<file path="src/common/adc_ctrl_pkg.sv">
// package: register map, field layout, timing and bus types of the converter control
package adc_ctrl_pkg;

  // ----------------------------------------------------------------
  // register map (byte addresses)
  // ----------------------------------------------------------------
  localparam int         ADDR_W          = 6;
  localparam logic [5:0] OFS_CTRL        = 6'h00;
  localparam logic [5:0] OFS_PORT        = 6'h04;
  localparam logic [5:0] OFS_TIMING      = 6'h08;
  localparam logic [5:0] OFS_RES_HIGH    = 6'h0C;
  localparam logic [5:0] OFS_RES_LOW     = 6'h10;
  localparam logic [5:0] OFS_STATUS      = 6'h14;

  // ----------------------------------------------------------------
  // reset values
  // ----------------------------------------------------------------
  localparam logic [3:0] CHAN_RST        = 4'h0;
  localparam logic [5:0] PORT_RST        = 6'h00;
  localparam logic [7:0] TIMING_RST      = 8'h00;

  // ----------------------------------------------------------------
  // field layout
  // ----------------------------------------------------------------
  localparam int CTRL_EN_BIT   = 0;
  localparam int CTRL_GO_BIT   = 1;
  localparam int CTRL_CHAN_LSB = 2;
  localparam int CHAN_W        = 4;
  localparam int PORT_W        = 6;
  localparam int TIM_FMT_BIT   = 7;
  localparam int TIM_ACQ_LSB   = 3;
  localparam int TIM_CLK_LSB   = 0;
  localparam int SEL_W         = 3;
  localparam int STAT_FLAG_BIT = 0;
  localparam int RES_W         = 10;
  localparam int BYTE_W        = 8;

  // ----------------------------------------------------------------
  // timing
  // ----------------------------------------------------------------
  localparam int CLK_PERIOD_NS     = 25;
  localparam int INSTR_CYCLE_NS    = 100;
  localparam int INSTR_CYCLE_CLKS  = (INSTR_CYCLE_NS + CLK_PERIOD_NS - 1) / CLK_PERIOD_NS;
  localparam int CONV_TADS         = 11;

  // system clock divisor per clock select code; the two rc codes never use it
  localparam logic [6:0] CLK_DIV_TABLE [8] = '{7'h02, 7'h08, 7'h20, 7'h02,
                                               7'h04, 7'h10, 7'h40, 7'h02};
  // programmed acquisition length in conversion-bit periods per code
  localparam logic [4:0] ACQ_TAD_TABLE [8] = '{5'h00, 5'h02, 5'h04, 5'h06,
                                               5'h08, 5'h0C, 5'h10, 5'h14};

  localparam logic [1:0] RESP_OKAY   = 2'h0;
  localparam logic [1:0] RESP_SLVERR = 2'h2;

  // ----------------------------------------------------------------
  // types
  // ----------------------------------------------------------------
  typedef enum logic [1:0] {ST_IDLE, ST_DELAY, ST_ACQ, ST_CONV} conv_state_t;

  typedef struct packed {
    logic              awvalid;
    logic [ADDR_W-1:0] awaddr;
    logic              wvalid;
    logic [31:0]       wdata;
    logic [3:0]        wstrb;
    logic              bready;
    logic              arvalid;
    logic [ADDR_W-1:0] araddr;
    logic              rready;
  } axil_req_t;

  typedef struct packed {
    logic        awready;
    logic        wready;
    logic        bvalid;
    logic [1:0]  bresp;
    logic        arready;
    logic        rvalid;
    logic [31:0] rdata;
    logic [1:0]  rresp;
  } axil_rsp_t;

endpackage : adc_ctrl_pkg

</file>
<file path="src/logic/adc_pin_sync.sv">
// module: three-stage synchroniser with agreement filter and rising-edge pulse
`timescale 1ns/100ps
module adc_pin_sync (
  input  wire logic sys_clk,
  input  wire logic rst_n,
  input  wire logic pin,
  output logic      level,
  output logic      rise
);

  logic [2:0] stage;
  wire        agree = (stage[2] == stage[1]);

  always_ff @(posedge sys_clk or negedge rst_n) begin
    if (!rst_n) begin
      stage <= 3'h0;
      level <= 1'b0;
    end else begin
      stage <= {stage[1:0], pin};
      if (agree) begin
        level <= stage[1];
      end
    end
  end

  assign rise = agree & stage[1] & ~level;

endmodule : adc_pin_sync

</file>
<file path="src/logic/adc_tad_gen.sv">
// module: conversion-bit period tick from a system clock divider or the rc oscillator
`timescale 1ns/100ps
module adc_tad_gen (
  input  wire logic       sys_clk,
  input  wire logic       rst_n,
  input  wire logic       run,
  input  wire logic [2:0] clk_sel,
  input  wire logic       rc_rise,
  output logic            tad_tick
);
  import adc_ctrl_pkg::*;

  logic [5:0] cnt;
  wire  [6:0] div    = CLK_DIV_TABLE[clk_sel];
  wire        use_rc = (clk_sel[1:0] == 2'h3);
  wire        wrap   = (cnt == 6'(div - 7'h01));

  // counter held at zero while idle so every divider-clocked acquisition starts on a full period; the rc codes tick on rc_rise
  always_ff @(posedge sys_clk or negedge rst_n) begin
    if (!rst_n) begin
      cnt <= 6'h00;
    end else if (!run || wrap) begin
      cnt <= 6'h00;
    end else begin
      cnt <= cnt + 6'h01;
    end
  end

  assign tad_tick = run & (use_rc ? rc_rise : wrap);

endmodule : adc_tad_gen

</file>
<file path="src/logic/adc_acq_conv_ctrl.sv">
// module: acquisition and conversion control of the 10-bit converter, AXI4-Lite registers
//
// Design decisions made here: the AXI4-Lite interface to the registers and the address map.
`timescale 1ns/100ps
module adc_acq_conv_ctrl (
  input  wire logic                    sys_clk,
  input  wire logic                    rst_n,
  input  wire adc_ctrl_pkg::axil_req_t axi_req,
  output adc_ctrl_pkg::axil_rsp_t      axi_rsp,
  input  wire logic                    rc_osc_pin,
  input  wire logic                    comp_above,
  output logic [3:0]                   channel_select,
  output logic [5:0]                   port_config,
  output logic                         converter_enable,
  output logic                         sample_enable,
  output logic [9:0]                   dac_code,
  output logic                         conversion_complete_flag
);
  import adc_ctrl_pkg::*;

  // ----------------------------------------------------------------
  // declarations
  // ----------------------------------------------------------------
  conv_state_t       state;
  conv_state_t       next_state;
  logic [4:0]        phase_cnt;
  logic [4:0]        next_phase_cnt;
  logic              done;

  logic              enable;
  logic [CHAN_W-1:0] channel;
  logic [PORT_W-1:0] port_cfg;
  logic              result_format_select;
  logic [SEL_W-1:0]  acquisition_time_select;
  logic [SEL_W-1:0]  conversion_clock_select;
  logic              flag;
  logic [BYTE_W-1:0] result_high_byte;
  logic [BYTE_W-1:0] result_low_byte;
  logic [RES_W-1:0]  sar;

  logic              aw_full;
  logic              w_full;
  logic [ADDR_W-1:0] aw_addr;
  logic [31:0]       w_data;
  logic              w_lane0;
  logic              bvalid;
  logic [1:0]        bresp;
  logic              rvalid;
  logic [31:0]       rdata;
  logic [1:0]        rresp;

  logic              rc_level;
  logic              rc_rise;
  logic              tad_tick;

  // ----------------------------------------------------------------
  // rc oscillator and bit-period generator
  // ----------------------------------------------------------------
  adc_pin_sync u_rc_sync (
    .sys_clk (sys_clk),
    .rst_n   (rst_n),
    .pin     (rc_osc_pin),
    .level   (rc_level),
    .rise    (rc_rise)
  );

  wire tad_run = (state == ST_ACQ) || (state == ST_CONV);

  adc_tad_gen u_tad_gen (
    .sys_clk  (sys_clk),
    .rst_n    (rst_n),
    .run      (tad_run),
    .clk_sel  (conversion_clock_select),
    .rc_rise  (rc_rise),
    .tad_tick (tad_tick)
  );

  // ----------------------------------------------------------------
  // bus handshake
  // ----------------------------------------------------------------
  wire wr_go = aw_full & w_full & ~bvalid;
  wire rd_go = axi_req.arvalid & ~rvalid;

  wire hit_ctrl   = (aw_addr == OFS_CTRL);
  wire hit_port   = (aw_addr == OFS_PORT);
  wire hit_timing = (aw_addr == OFS_TIMING);
  wire hit_high   = (aw_addr == OFS_RES_HIGH);
  wire hit_low    = (aw_addr == OFS_RES_LOW);
  wire hit_status = (aw_addr == OFS_STATUS);
  wire wr_mapped  = hit_ctrl | hit_port | hit_timing | hit_high | hit_low | hit_status;

  // writes that miss byte lane 0 leave every register alone
  wire wr_lane    = wr_go & w_lane0;
  wire wr_ctrl    = wr_lane & hit_ctrl;
  wire wr_port    = wr_lane & hit_port;
  wire wr_timing  = wr_lane & hit_timing;
  wire wr_high    = wr_lane & hit_high;
  wire wr_low     = wr_lane & hit_low;
  wire wr_status  = wr_lane & hit_status;

  always_ff @(posedge sys_clk or negedge rst_n) begin
    if (!rst_n) begin
      aw_full <= 1'b0;
      aw_addr <= '0;
    end else if (wr_go) begin
      aw_full <= 1'b0;
    end else if (axi_req.awvalid && !aw_full) begin
      aw_full <= 1'b1;
      aw_addr <= axi_req.awaddr;
    end
  end

  always_ff @(posedge sys_clk or negedge rst_n) begin
    if (!rst_n) begin
      w_full  <= 1'b0;
      w_data  <= 32'h0000_0000;
      w_lane0 <= 1'b0;
    end else if (wr_go) begin
      w_full  <= 1'b0;
    end else if (axi_req.wvalid && !w_full) begin
      w_full  <= 1'b1;
      w_data  <= axi_req.wdata;
      w_lane0 <= axi_req.wstrb[0];
    end
  end

  always_ff @(posedge sys_clk or negedge rst_n) begin
    if (!rst_n) begin
      bvalid <= 1'b0;
      bresp  <= RESP_OKAY;
    end else if (wr_go) begin
      bvalid <= 1'b1;
      bresp  <= wr_mapped ? RESP_OKAY : RESP_SLVERR;
    end else if (axi_req.bready) begin
      bvalid <= 1'b0;
    end
  end

  // ----------------------------------------------------------------
  // read data
  // ----------------------------------------------------------------
  wire busy = (state != ST_IDLE);

  wire [BYTE_W-1:0] ctrl_rd   = {2'h0, channel, busy, enable};
  wire [BYTE_W-1:0] port_rd   = {2'h0, port_cfg};
  wire [BYTE_W-1:0] timing_rd = {result_format_select, 1'b0,
                                 acquisition_time_select,
                                 conversion_clock_select};
  wire [BYTE_W-1:0] status_rd = {7'h00, flag};

  wire [ADDR_W-1:0] ra = axi_req.araddr;
  wire rd_mapped = (ra == OFS_CTRL) | (ra == OFS_PORT) | (ra == OFS_TIMING) |
                   (ra == OFS_RES_HIGH) | (ra == OFS_RES_LOW) | (ra == OFS_STATUS);

  wire [BYTE_W-1:0] rd_byte = (ra == OFS_CTRL)     ? ctrl_rd :
                              (ra == OFS_PORT)     ? port_rd :
                              (ra == OFS_TIMING)   ? timing_rd :
                              (ra == OFS_RES_HIGH) ? result_high_byte :
                              (ra == OFS_RES_LOW)  ? result_low_byte :
                              (ra == OFS_STATUS)   ? status_rd : 8'h00;

  always_ff @(posedge sys_clk or negedge rst_n) begin
    if (!rst_n) begin
      rvalid <= 1'b0;
      rdata  <= 32'h0000_0000;
      rresp  <= RESP_OKAY;
    end else if (rd_go) begin
      rvalid <= 1'b1;
      rdata  <= {24'h00_0000, rd_byte};
      rresp  <= rd_mapped ? RESP_OKAY : RESP_SLVERR;
    end else if (axi_req.rready) begin
      rvalid <= 1'b0;
    end
  end

  assign axi_rsp = '{awready: ~aw_full,
                     wready:  ~w_full,
                     bvalid:  bvalid,
                     bresp:   bresp,
                     arready: ~rvalid,
                     rvalid:  rvalid,
                     rdata:   rdata,
                     rresp:   rresp};

  // ----------------------------------------------------------------
  // control registers
  // ----------------------------------------------------------------
  wire go_bit = w_data[CTRL_GO_BIT];
  wire en_bit = w_data[CTRL_EN_BIT];

  // a start written with the enable bit clear is dropped; a start while busy just keeps it going
  wire start_req = wr_ctrl & go_bit & en_bit & ~busy;
  // clearing the start bit or the enable while busy abandons the conversion
  wire abort_req = wr_ctrl & busy & ~(go_bit & en_bit);

  always_ff @(posedge sys_clk or negedge rst_n) begin
    if (!rst_n) begin
      enable                  <= 1'b0;
      channel                 <= CHAN_RST;
      port_cfg                <= PORT_RST;
      result_format_select    <= TIMING_RST[TIM_FMT_BIT];
      acquisition_time_select <= TIMING_RST[TIM_ACQ_LSB +: SEL_W];
      conversion_clock_select <= TIMING_RST[TIM_CLK_LSB +: SEL_W];
    end else begin
      if (wr_ctrl) begin
        enable  <= en_bit;
        channel <= w_data[CTRL_CHAN_LSB +: CHAN_W];
      end
      if (wr_port) begin
        port_cfg <= w_data[PORT_W-1:0];
      end
      if (wr_timing) begin
        result_format_select    <= w_data[TIM_FMT_BIT];
        acquisition_time_select <= w_data[TIM_ACQ_LSB +: SEL_W];
        conversion_clock_select <= w_data[TIM_CLK_LSB +: SEL_W];
      end
    end
  end

  // completion beats a software clear landing in the same cycle
  always_ff @(posedge sys_clk or negedge rst_n) begin
    if (!rst_n) begin
      flag <= 1'b0;
    end else if (done) begin
      flag <= 1'b1;
    end else if (wr_status && w_data[STAT_FLAG_BIT]) begin
      flag <= 1'b0;
    end
  end

  // ----------------------------------------------------------------
  // sequencer
  // ----------------------------------------------------------------
  wire       use_rc   = (conversion_clock_select[1:0] == 2'h3);
  wire [4:0] acq_tads = ACQ_TAD_TABLE[acquisition_time_select];
  wire       acq_none = (acq_tads == 5'h00);

  always_comb begin
    next_state     = state;
    next_phase_cnt = phase_cnt;
    done           = 1'b0;
    case (state)
      ST_IDLE: begin
        if (start_req) begin
          next_phase_cnt = 5'h00;
          if (use_rc) begin
            next_state = ST_DELAY;
          end else if (acq_none) begin
            next_state = ST_CONV;
          end else begin
            next_state = ST_ACQ;
          end
        end
      end
      ST_DELAY: begin
        if (phase_cnt == 5'(INSTR_CYCLE_CLKS - 1)) begin
          next_phase_cnt = 5'h00;
          next_state     = acq_none ? ST_CONV : ST_ACQ;
        end else begin
          next_phase_cnt = phase_cnt + 5'h01;
        end
      end
      ST_ACQ: begin
        if (tad_tick) begin
          if (phase_cnt == acq_tads - 5'h01) begin
            next_phase_cnt = 5'h00;
            next_state     = ST_CONV;
          end else begin
            next_phase_cnt = phase_cnt + 5'h01;
          end
        end
      end
      ST_CONV: begin
        if (tad_tick) begin
          if (phase_cnt == 5'(CONV_TADS - 1)) begin
            next_phase_cnt = 5'h00;
            next_state     = ST_IDLE;
            done           = 1'b1;
          end else begin
            next_phase_cnt = phase_cnt + 5'h01;
          end
        end
      end
      default: begin
        next_state     = ST_IDLE;
        next_phase_cnt = 5'h00;
      end
    endcase
    if (abort_req) begin
      next_state     = ST_IDLE;
      next_phase_cnt = 5'h00;
      done           = 1'b0;
    end
  end

  always_ff @(posedge sys_clk or negedge rst_n) begin
    if (!rst_n) begin
      state     <= ST_IDLE;
      phase_cnt <= 5'h00;
    end else begin
      state     <= next_state;
      phase_cnt <= next_phase_cnt;
    end
  end

  // ----------------------------------------------------------------
  // successive approximation
  // ----------------------------------------------------------------
  // period 0 loads the midscale trial; period k settles bit RES_W-k and tries the next
  wire sar_step  = (state == ST_CONV) & tad_tick;
  wire sar_clear = sar_step & (phase_cnt == 5'h00);

  for (genvar i = 0; i < RES_W; i++) begin : g_sar
    wire trial  = sar_step & (phase_cnt == 5'(RES_W - 1 - i));
    wire decide = sar_step & (phase_cnt == 5'(RES_W - i));
    always_ff @(posedge sys_clk or negedge rst_n) begin
      if (!rst_n) begin
        sar[i] <= 1'b0;
      end else if (trial) begin
        sar[i] <= 1'b1;
      end else if (sar_clear || (decide && !comp_above)) begin
        sar[i] <= 1'b0;
      end
    end
  end

  // the lsb is settled in the same period that completes, so fold it in here
  wire [RES_W-1:0] final_code = {sar[RES_W-1:1], sar[0] & comp_above};

  wire [BYTE_W-1:0] right_high = {6'h00, final_code[9:8]};
  wire [BYTE_W-1:0] right_low  = final_code[7:0];
  wire [BYTE_W-1:0] left_high  = final_code[9:2];
  wire [BYTE_W-1:0] left_low   = {final_code[1:0], 6'h00};

  // ----------------------------------------------------------------
  // result pair
  // ----------------------------------------------------------------
  // no reset on purpose: the pair keeps whatever it holds across a reset
  always_ff @(posedge sys_clk) begin
    if (done) begin
      result_high_byte <= result_format_select ? right_high : left_high;
      result_low_byte  <= result_format_select ? right_low : left_low;
    end else begin
      if (wr_high) begin
        result_high_byte <= w_data[BYTE_W-1:0];
      end
      if (wr_low) begin
        result_low_byte <= w_data[BYTE_W-1:0];
      end
    end
  end

  // ----------------------------------------------------------------
  // analog front end
  // ----------------------------------------------------------------
  // sampling runs whenever enabled and not converting, so acquisition resumes after done
  assign sample_enable            = enable & (state != ST_CONV);
  assign dac_code                 = sar;
  assign channel_select           = channel;
  assign port_config              = port_cfg;
  assign converter_enable         = enable;
  assign conversion_complete_flag = flag;

endmodule : adc_acq_conv_ctrl

</file>
<file path="config.mk">
export PLATFORM = sky130hd
export DESIGN_NAME = adc_acq_conv_ctrl
export DESIGN_NICKNAME = d
export VERILOG_FILES = /design/src/common/adc_ctrl_pkg.sv /design/src/logic/adc_pin_sync.sv /design/src/logic/adc_tad_gen.sv /design/src/logic/adc_acq_conv_ctrl.sv
export SDC_FILE = /design/constraint.sdc
export NUM_CORES = 1
export LEC_CHECK = 0
export ABC_AREA = 1
export ABC_CLOCK_PERIOD_IN_PS = 3500
export BUFFER_PORTS_ARGS = -buffer_cell sky130_fd_sc_hd__buf_2
export CORE_MARGIN = 4
export CORE_UTILIZATION = 54
export DETAILED_ROUTE_END_ITERATION = 10
export PLACE_DENSITY = 0.81
export SYNTH_ARGS = -nofsm -noshare
export SYNTH_HDL_FRONTEND = slang
export SYNTH_SLANG_ARGS = --single-unit
</file>
<file path="constraint.sdc">
create_clock -name sys_clk -period 3.5 [get_ports sys_clk]
set_input_delay 0.175 -clock sys_clk [delete_from_list [all_inputs] [get_ports sys_clk]]
set_output_delay 0.175 -clock sys_clk [all_outputs]
set_load 0.05 [all_outputs]
</file>
# --- Yosys cells after proc, flatten, opt, wreduce, memory -nomap -nowiden ---
# Memories as Yosys holds them, arrays and structs flattened.
# Cells that the tools add are included.
classes:
  add_sub_neg: 4
  order_cmp: 2
  eq_ne: 34
  mux: 72
  bitwise_logic: 53
  reduce_logical: 56
op_table:
  columns: ["op", "n"]
  rows:
  - ["$mux 8", 11]
  - ["$mux 5", 9]
  - ["$mux 1", 37]
  - ["$reduce_bool 2->1", 18]
  - ["$and 1x1->1", 33]
  - ["$eq 6x4->1 const B", 4]
  - ["$eq 6x5->1 const B", 4]
  - ["$eq 5x3->1 const B", 4]
  - ["$mux 2", 10]
  - ["$pmux 5 s4", 1]
  - ["$mux 6", 3]
  - ["$eq 5x4->1 const B", 3]
  - ["$ne 3x3->1 const B", 5]
  - ["$logic_and 1x1->1", 13]
  - ["$eq 6x3->1 const B", 2]
  - ["$logic_not 6->1", 2]
  - ["$logic_or 1x1->1", 12]
  - ["$eq 5x2->1 const B", 2]
  - ["$logic_not 5->1", 2]
  - ["$or 1x1->1", 10]
  - ["$ge 4x4->1 const B", 2]
  - ["$not 1->1", 8]
  - ["$not 3->4", 2]
  - ["$pmux 2 s4", 1]
  - ["other kinds (17)", 23]
totals:
  reg_bits: 93
  mem_bits_ro: 96
  output_inout_bits: 64
  word_cells: 257
  mem_count: 2
memory_table:
  columns: ["memory", "words", "width", "read_ports", "rd_ports_with_merged_regs", "wr", "line_no", "source"]
  rows:
  - ["(no name shown)", 8, 7, 1, 0, 0, "adc_tad_gen.sv:14", "wire [6:0] div = CLK_DIV_TABLE[clk_sel];"]
  - ["(no name shown)", 8, 5, 1, 0, 0, "adc_acq_conv_ctrl.sv:235", "wire [4:0] acq_tads = ACQ_TAD_TABLE[acquisition_time_select];"]

# --- Depth between registers and ports, before layout ---
depth:
  depth_word: 14
  depth_mapped: 16
  ltp_nobuf: 15

# --- Modules after synthesis ---
# Synthesis repeated with hierarchy kept, for this count alone.
unflattened:
  cells_unflattened: 598
  hier_area_um2: 5038.6
by_module_without_submodules:
  columns: ["module", "n_inst", "cells_per_inst", "area_per_inst_um2"]
  rows:
  - ["adc_acq_conv_ctrl", 1, 507, 4365.4]
  - ["adc_tad_gen", 1, 80, 538.0]
  - ["adc_pin_sync", 1, 11, 135.1]

# --- Least setup slack after synthesis ---
# Ideal clock, no wire load.
synth_path:
  kind: "reg-to-reg"
  from: "register conversion_clock_select[0]"
  to: "register result_high_byte[0] (enable)"
  setup_ns: 0.384
  arrival_time_ns: 2.039
  t_required_ns: 3.116
  setup_slack_ns: 1.077
  stages_incl_launch_ff: 15
  n_path_buf: 1
  cell_sequence: "dfrtp_1 -> inv_1 -> ha_1 -> inv_1 -> nand2_1 -> nand3_1 -> nand3_1 -> nor2_2 -> nand3_2 -> nand2_4 -> nand2_4 -> nor2_8 -> nand2_4 -> buf_6 -> o21ai_0"
synth_between:
  elab_chain_cells: 12
  word_cells_on_any_way: 13
synth_lines:
  columns: ["element", "line_no", "source"]
  rows:
  - ["from (decl)", "adc_acq_conv_ctrl.sv:35", "logic [SEL_W-1:0] conversion_clock_select;"]
  - ["from (signal assigned)", "adc_acq_conv_ctrl.sv:203", "conversion_clock_select <= TIMING_RST[TIM_CLK_LSB +: SEL_W];"]
  - ["from (signal assigned)", "adc_acq_conv_ctrl.sv:215", "conversion_clock_select <= w_data[TIM_CLK_LSB +: SEL_W];"]
  - ["$not 3->4 (implied by the code)", "adc_tad_gen.sv:14", null]
  - ["$mem_v2 8x7", null, null]
  - ["$mux 6 (implied by the code) (2 in series)", "adc_tad_gen.sv:14", null]
  - ["$sub 6x1->6", "adc_tad_gen.sv:16", "wire wrap = (cnt == 6'(div - 7'h01));"]
  - ["$eq 6x6->1", "adc_tad_gen.sv:16", null]
  - ["$mux 1 (*)", "adc_tad_gen.sv:29", "assign tad_tick = run & (use_rc ? rc_rise : wrap);"]
  - ["$and 1x1->1 (*)", "adc_tad_gen.sv:29", null]
  - ["$mux 1 (*)", "adc_acq_conv_ctrl.sv:274", "if (tad_tick) begin"]
  - ["$mux 1 (*)", "adc_acq_conv_ctrl.sv:242", "case (state)"]
  - ["$mux 1 (*)", "adc_acq_conv_ctrl.sv:289", "if (abort_req) begin"]
  - ["$reduce_bool 2->1 (no source line) (*)", null, null]
  - ["to (signal assigned)", "adc_acq_conv_ctrl.sv:341", "result_high_byte <= result_format_select ? right_high : left_high;"]
  - ["to (signal assigned)", "adc_acq_conv_ctrl.sv:345", "result_high_byte <= w_data[BYTE_W-1:0];"]
  - ["to (decl)", "adc_acq_conv_ctrl.sv:37", "logic [BYTE_W-1:0] result_high_byte;"]
# Every way passes the cells marked *; elsewhere a longest branch is shown, timed or not. The select of a mux whose other input is x is not followed.
# A chain may end at the register's enable or synchronous reset.

# --- Final worst setup path ---
layout_path:
  from: "register conversion_clock_select[0]"
  to: "register result_high_byte[2] (enable)"
# Same word-level chain as after synthesis.

==> impl_metrics.csv <==
group,metric,value,unit
status,status,"completed",
timing,clock-skew-final,0.00778,ns
timing,fin_crit_sh,83.5,%
clock_tree,clkTransAtPathRegs,0.09,ns
worst_setup_path,cp_max_fo,17,
worst_setup_path,path_class,"register to register",
layout,syn_to_final_growth,10.3,%
die,initial_utilization,56.2,%
logic_synthesis,synth_top_family_by_area,"simple AND/OR/NAND/NOR gates",
worst_setup_path,crit_family,"simple AND/OR/NAND/NOR gates",
worst_setup_path,arrival,2.90,ns
grt,grt_max_degree,76,
pwr,vdd_ir_drop_max,419,µV
clock_tree,cts_resized,0,
drt,vias,4191,
layout,nNetsFinal,729,
grt,grt-ovfl-total,0,
logic_synthesis,synth_seq_cells,91,
timing,max_freq,342,MHz
drt,antenna_left,0,
die,coreArea,8850,µm²
die,die_w,104,µm
logic_synthesis,synth_area_leaders,"dfrtp_1, nand2_1, edfxtp_1, inv_1, buf_4",
worst_setup_path,cp_slowest_cell,"o21ai_0",
clock_tree,cts_max_level,3,
die,io_pins,121,
timing,hold_violations,0,
worst_setup_path,crit_buf_inv,2,
drt,drc,0,
logic_synthesis,synth_area,4970,µm²
drt,via_per_inst,5.44,
layout,final.fill_count,762,
logic_synthesis,synth.top_cell.area_share,37.8,%
logic_synthesis,yosys_warnings,0,
drt,drtIter0Drc,276,
flow_run,maxCapViolCount,0,
grt,grt_usage,21.5,%
hold_path,worstHoldPathType,"input pin to register",
worst_setup_path,endpoint_kind,"register",
logic_synthesis,yosys.area_share.adder,3.78,%
layout,final_layout_size_suffix_gt1_share,16.2,%
placed_design,placedCellCount,750,
worst_setup_path,startpoint_type,"register",
timing,slew_viol_final,0,
timing,max-slew-margin-rel,25.9,%
clock_tree,cts_inserted_buffers,9,
timing,setup_viol,0,
logic_synthesis,synth_compound_area_share,9.29,%
logic_synthesis,yosys.area_share.simple,25.5,%
timing,setup_tns,0,ns
placed_design,place_congestion,0.937,
die,die_h,104,µm
logic_synthesis,ys_seq_area_share,47.4,%
timing,min_period,2.92,ns
logic_synthesis,yosys.area.top_type,"dfrtp_1",
worst_setup_path,max_stage_delay,0.45,ns
clock_tree,clock_latency,0.35,ns
grt,antenna_found_initial,0,
worst_setup_path,cp.required,3.47,ns
worst_setup_path,path_common_cell,"nand2_4",
drt,drt-total-wl,11300,µm
layout,instances_no_fill,770,
logic_synthesis,synth-xor-area-share,1.76,%
drt,wire_per_inst,14.7,µm
clock_tree,clockBufferDepth,2,
die,num_rows,34,
die,dieArea,10800,µm²
logic_synthesis,synth_cells,588,
logic_synthesis,ys_types,41,
placed_design,dp_hpwl,8620,µm
logic_synthesis,synth_mux_area_share,1.36,%
pwr,cellPowerDensity,769,nW/µm²
pwr,leakage,2.74,nW
clock_tree,clockRootBuffer,"clkbuf_8",
grt,grt_pass1_wl,19200,µm
clock_tree,cts_tree,"built",
timing,tightest_slew,1.10,ns
clock_tree,clock_sinks,91,
logic_synthesis,avgSynthCellArea,8.45,µm²
drt,drt_pre_antenna_iters,5,
layout,diodes,0,
grt,grt_pass1_vias,3980,
pwr,power.total,4.22,mW
worst_setup_path,cp_cell_sequence,"inv_1, ha_1, inv_1, nand2_1, nand3_1, nand3_1, nor2_2, nand3_2, nand2_4, nand2_4, nor2_8, nand2_4, o21ai_0",
placed_design,port_buffers,67,
timing,rsz0062_at_grt,"false",
metrics by stage:
step	area [µm²]	setup slack (ns)	hold slack (ns)	util, %
6_report	5480	0.576	0.0496	61.9
5_1_grt	5480	0.333	0.0372	61.9
4_1_cts	5480	0.587	0.0363	61.9
3_5_place_dp	5270	0.652	0.285	59.6
3_3_place_gp	5270	0.772	0.285	59.6
2_1_floorplan	5060	1.08	-0.121	-
per-layer routing:
metal	up-vias	track usage (%)	share of wire, %	wire, µm
li1	2020	-	-	-
met1	1963	27.3	41	4670
met2	185	36.7	49	5590
met3	23	5.09	7.1	808
met4	0	6.55	2.1	242
met5	-	0	0	0
synthesized netlist by cell type (all sizes together):
cell type / n
mux2: 6
a31oi: 1
nor4: 1
xor2: 9
buf: 34
nand2: 143
a21oi: 20
clkinv: 4
o41ai: 1
inv: 67
nand3: 44
nor2: 57
nor3: 15
edfxtp: 16
nor3b: 2
conb: 1
a22oi: 9
nand3b: 1
o211ai: 1
a41oi: 4
ha: 15
dfrtp: 75
xnor2: 1
a221oi: 2
o21ai: 30
a22o: 2
a21boi: 1
clkbuf: 5
o2111ai: 2
o21bai: 3
nand4: 16
worst reg2reg max path, stage by stage (launching register included):
cell,delay (ns)
dfrtp_1,0.41
inv_1,0.10
ha_1,0.31
inv_1,0.08
nand2_1,0.08
nand3_1,0.10
nand3_1,0.12
nor2_2,0.14
nand3_2,0.14
nand2_4,0.13
nand2_4,0.10
nor2_8,0.23
nand2_4,0.16
o21ai_0,0.45
flip-flops by register name, indices dropped and copies added, names as in the netlist, 2 cells and up:
name                     cells
state                        2
u_tad_gen.cnt                6
aw_addr                      6
conversion_clock_select      3
phase_cnt                    5
result_low_byte              8
u_rc_sync.stage              3
port_config                  6
w_data                       8
acquisition_time_select      3
dac_code                    10
result_high_byte             8
rdata                        8
channel_select               4
layout make-up:
class | count | area [µm²] | share of cell area [%]
clock buffer | 11 | 131 | 2.40
clock inverter | 5 | 38.8 | 0.708
inverter | 71 | 267 | 4.86
multi-input combinational | 412 | 2170 | 39.5
sequential | 91 | 2360 | 43.0
tap | 108 | 135 | 2.47
timing repair buffer | 72 | 385 | 7.03
where the power goes:
| part | switching, mW | internal, mW | total [mW] |
|---|---|---|---|
| Combinational | 1.39 | 0.518 | 1.91 |
| Sequential | 0.293 | 1.38 | 1.67 |
| Clock | 0.375 | 0.263 | 0.638 |
| Total | 2.06 | 2.16 | 4.22 |
layout by cell type (no fill, tap or decap), types with 6 or more instances in the layout:
cell / Yosys / layout
nor2_1: 55 / 55
o21ai_0: 29 / 29
clkbuf_8: 0 / 9
nand2_2: 7 / 7
conb_1: 1 / 26
nand2_1: 133 / 133
xor2_1: 9 / 9
dfrtp_1: 75 / 75
nand4_1: 16 / 16
nand3_1: 40 / 40
edfxtp_1: 16 / 16
ha_1: 15 / 15
a21oi_1: 20 / 20
a22oi_1: 9 / 9
inv_1: 66 / 66
buf_2: 4 / 66
nor3_1: 14 / 14
mux2_2: 6 / 6
what timing repair did:
item | CTS | global route
endpoints found under the hold margin | 22 | 0
buffers inserted | 0 | 0
hold buffers | 4 | 0
cells by family after synthesis:
kind of cell	after synthesis
flops	91
other cells	1
fa+ha+maj	15
mux	6
simple gates	279
xor+xnor	10
compound gates	76
buf+inv	110
path summary, 6_finish.rpt:
| check | endpoint | cells after the start | start | slack, ns |
|---|---|---|---|---|
| setup / recovery | result_high_byte[2]$_DFFE_PP_ | 13 | conversion_clock_select[0]$_DFFE_PN0P_ | 0.58 |
| hold / removal | w_lane0$_DFFE_PN0P_ | 2 | axi_req[9] | 0.05 |
| setup reg to reg | result_high_byte[2]$_DFFE_PP_ | 13 | conversion_clock_select[0]$_DFFE_PN0P_ | 0.58 |
| hold reg to reg | u_rc_sync.stage[1]$_DFF_PN0_ | 0 | u_rc_sync.stage[0]$_DFF_PN0_ | 0.36 |
| max in group asynchronous | phase_cnt[1]$_DFFE_PN0P_ | 2 | rst_n | 2.38 |
| min in group asynchronous | u_tad_gen.cnt[5]$_DFF_PN0_ | 2 | rst_n | 0.50 |
No activity file was read; power rests on OpenSTA's default activity.
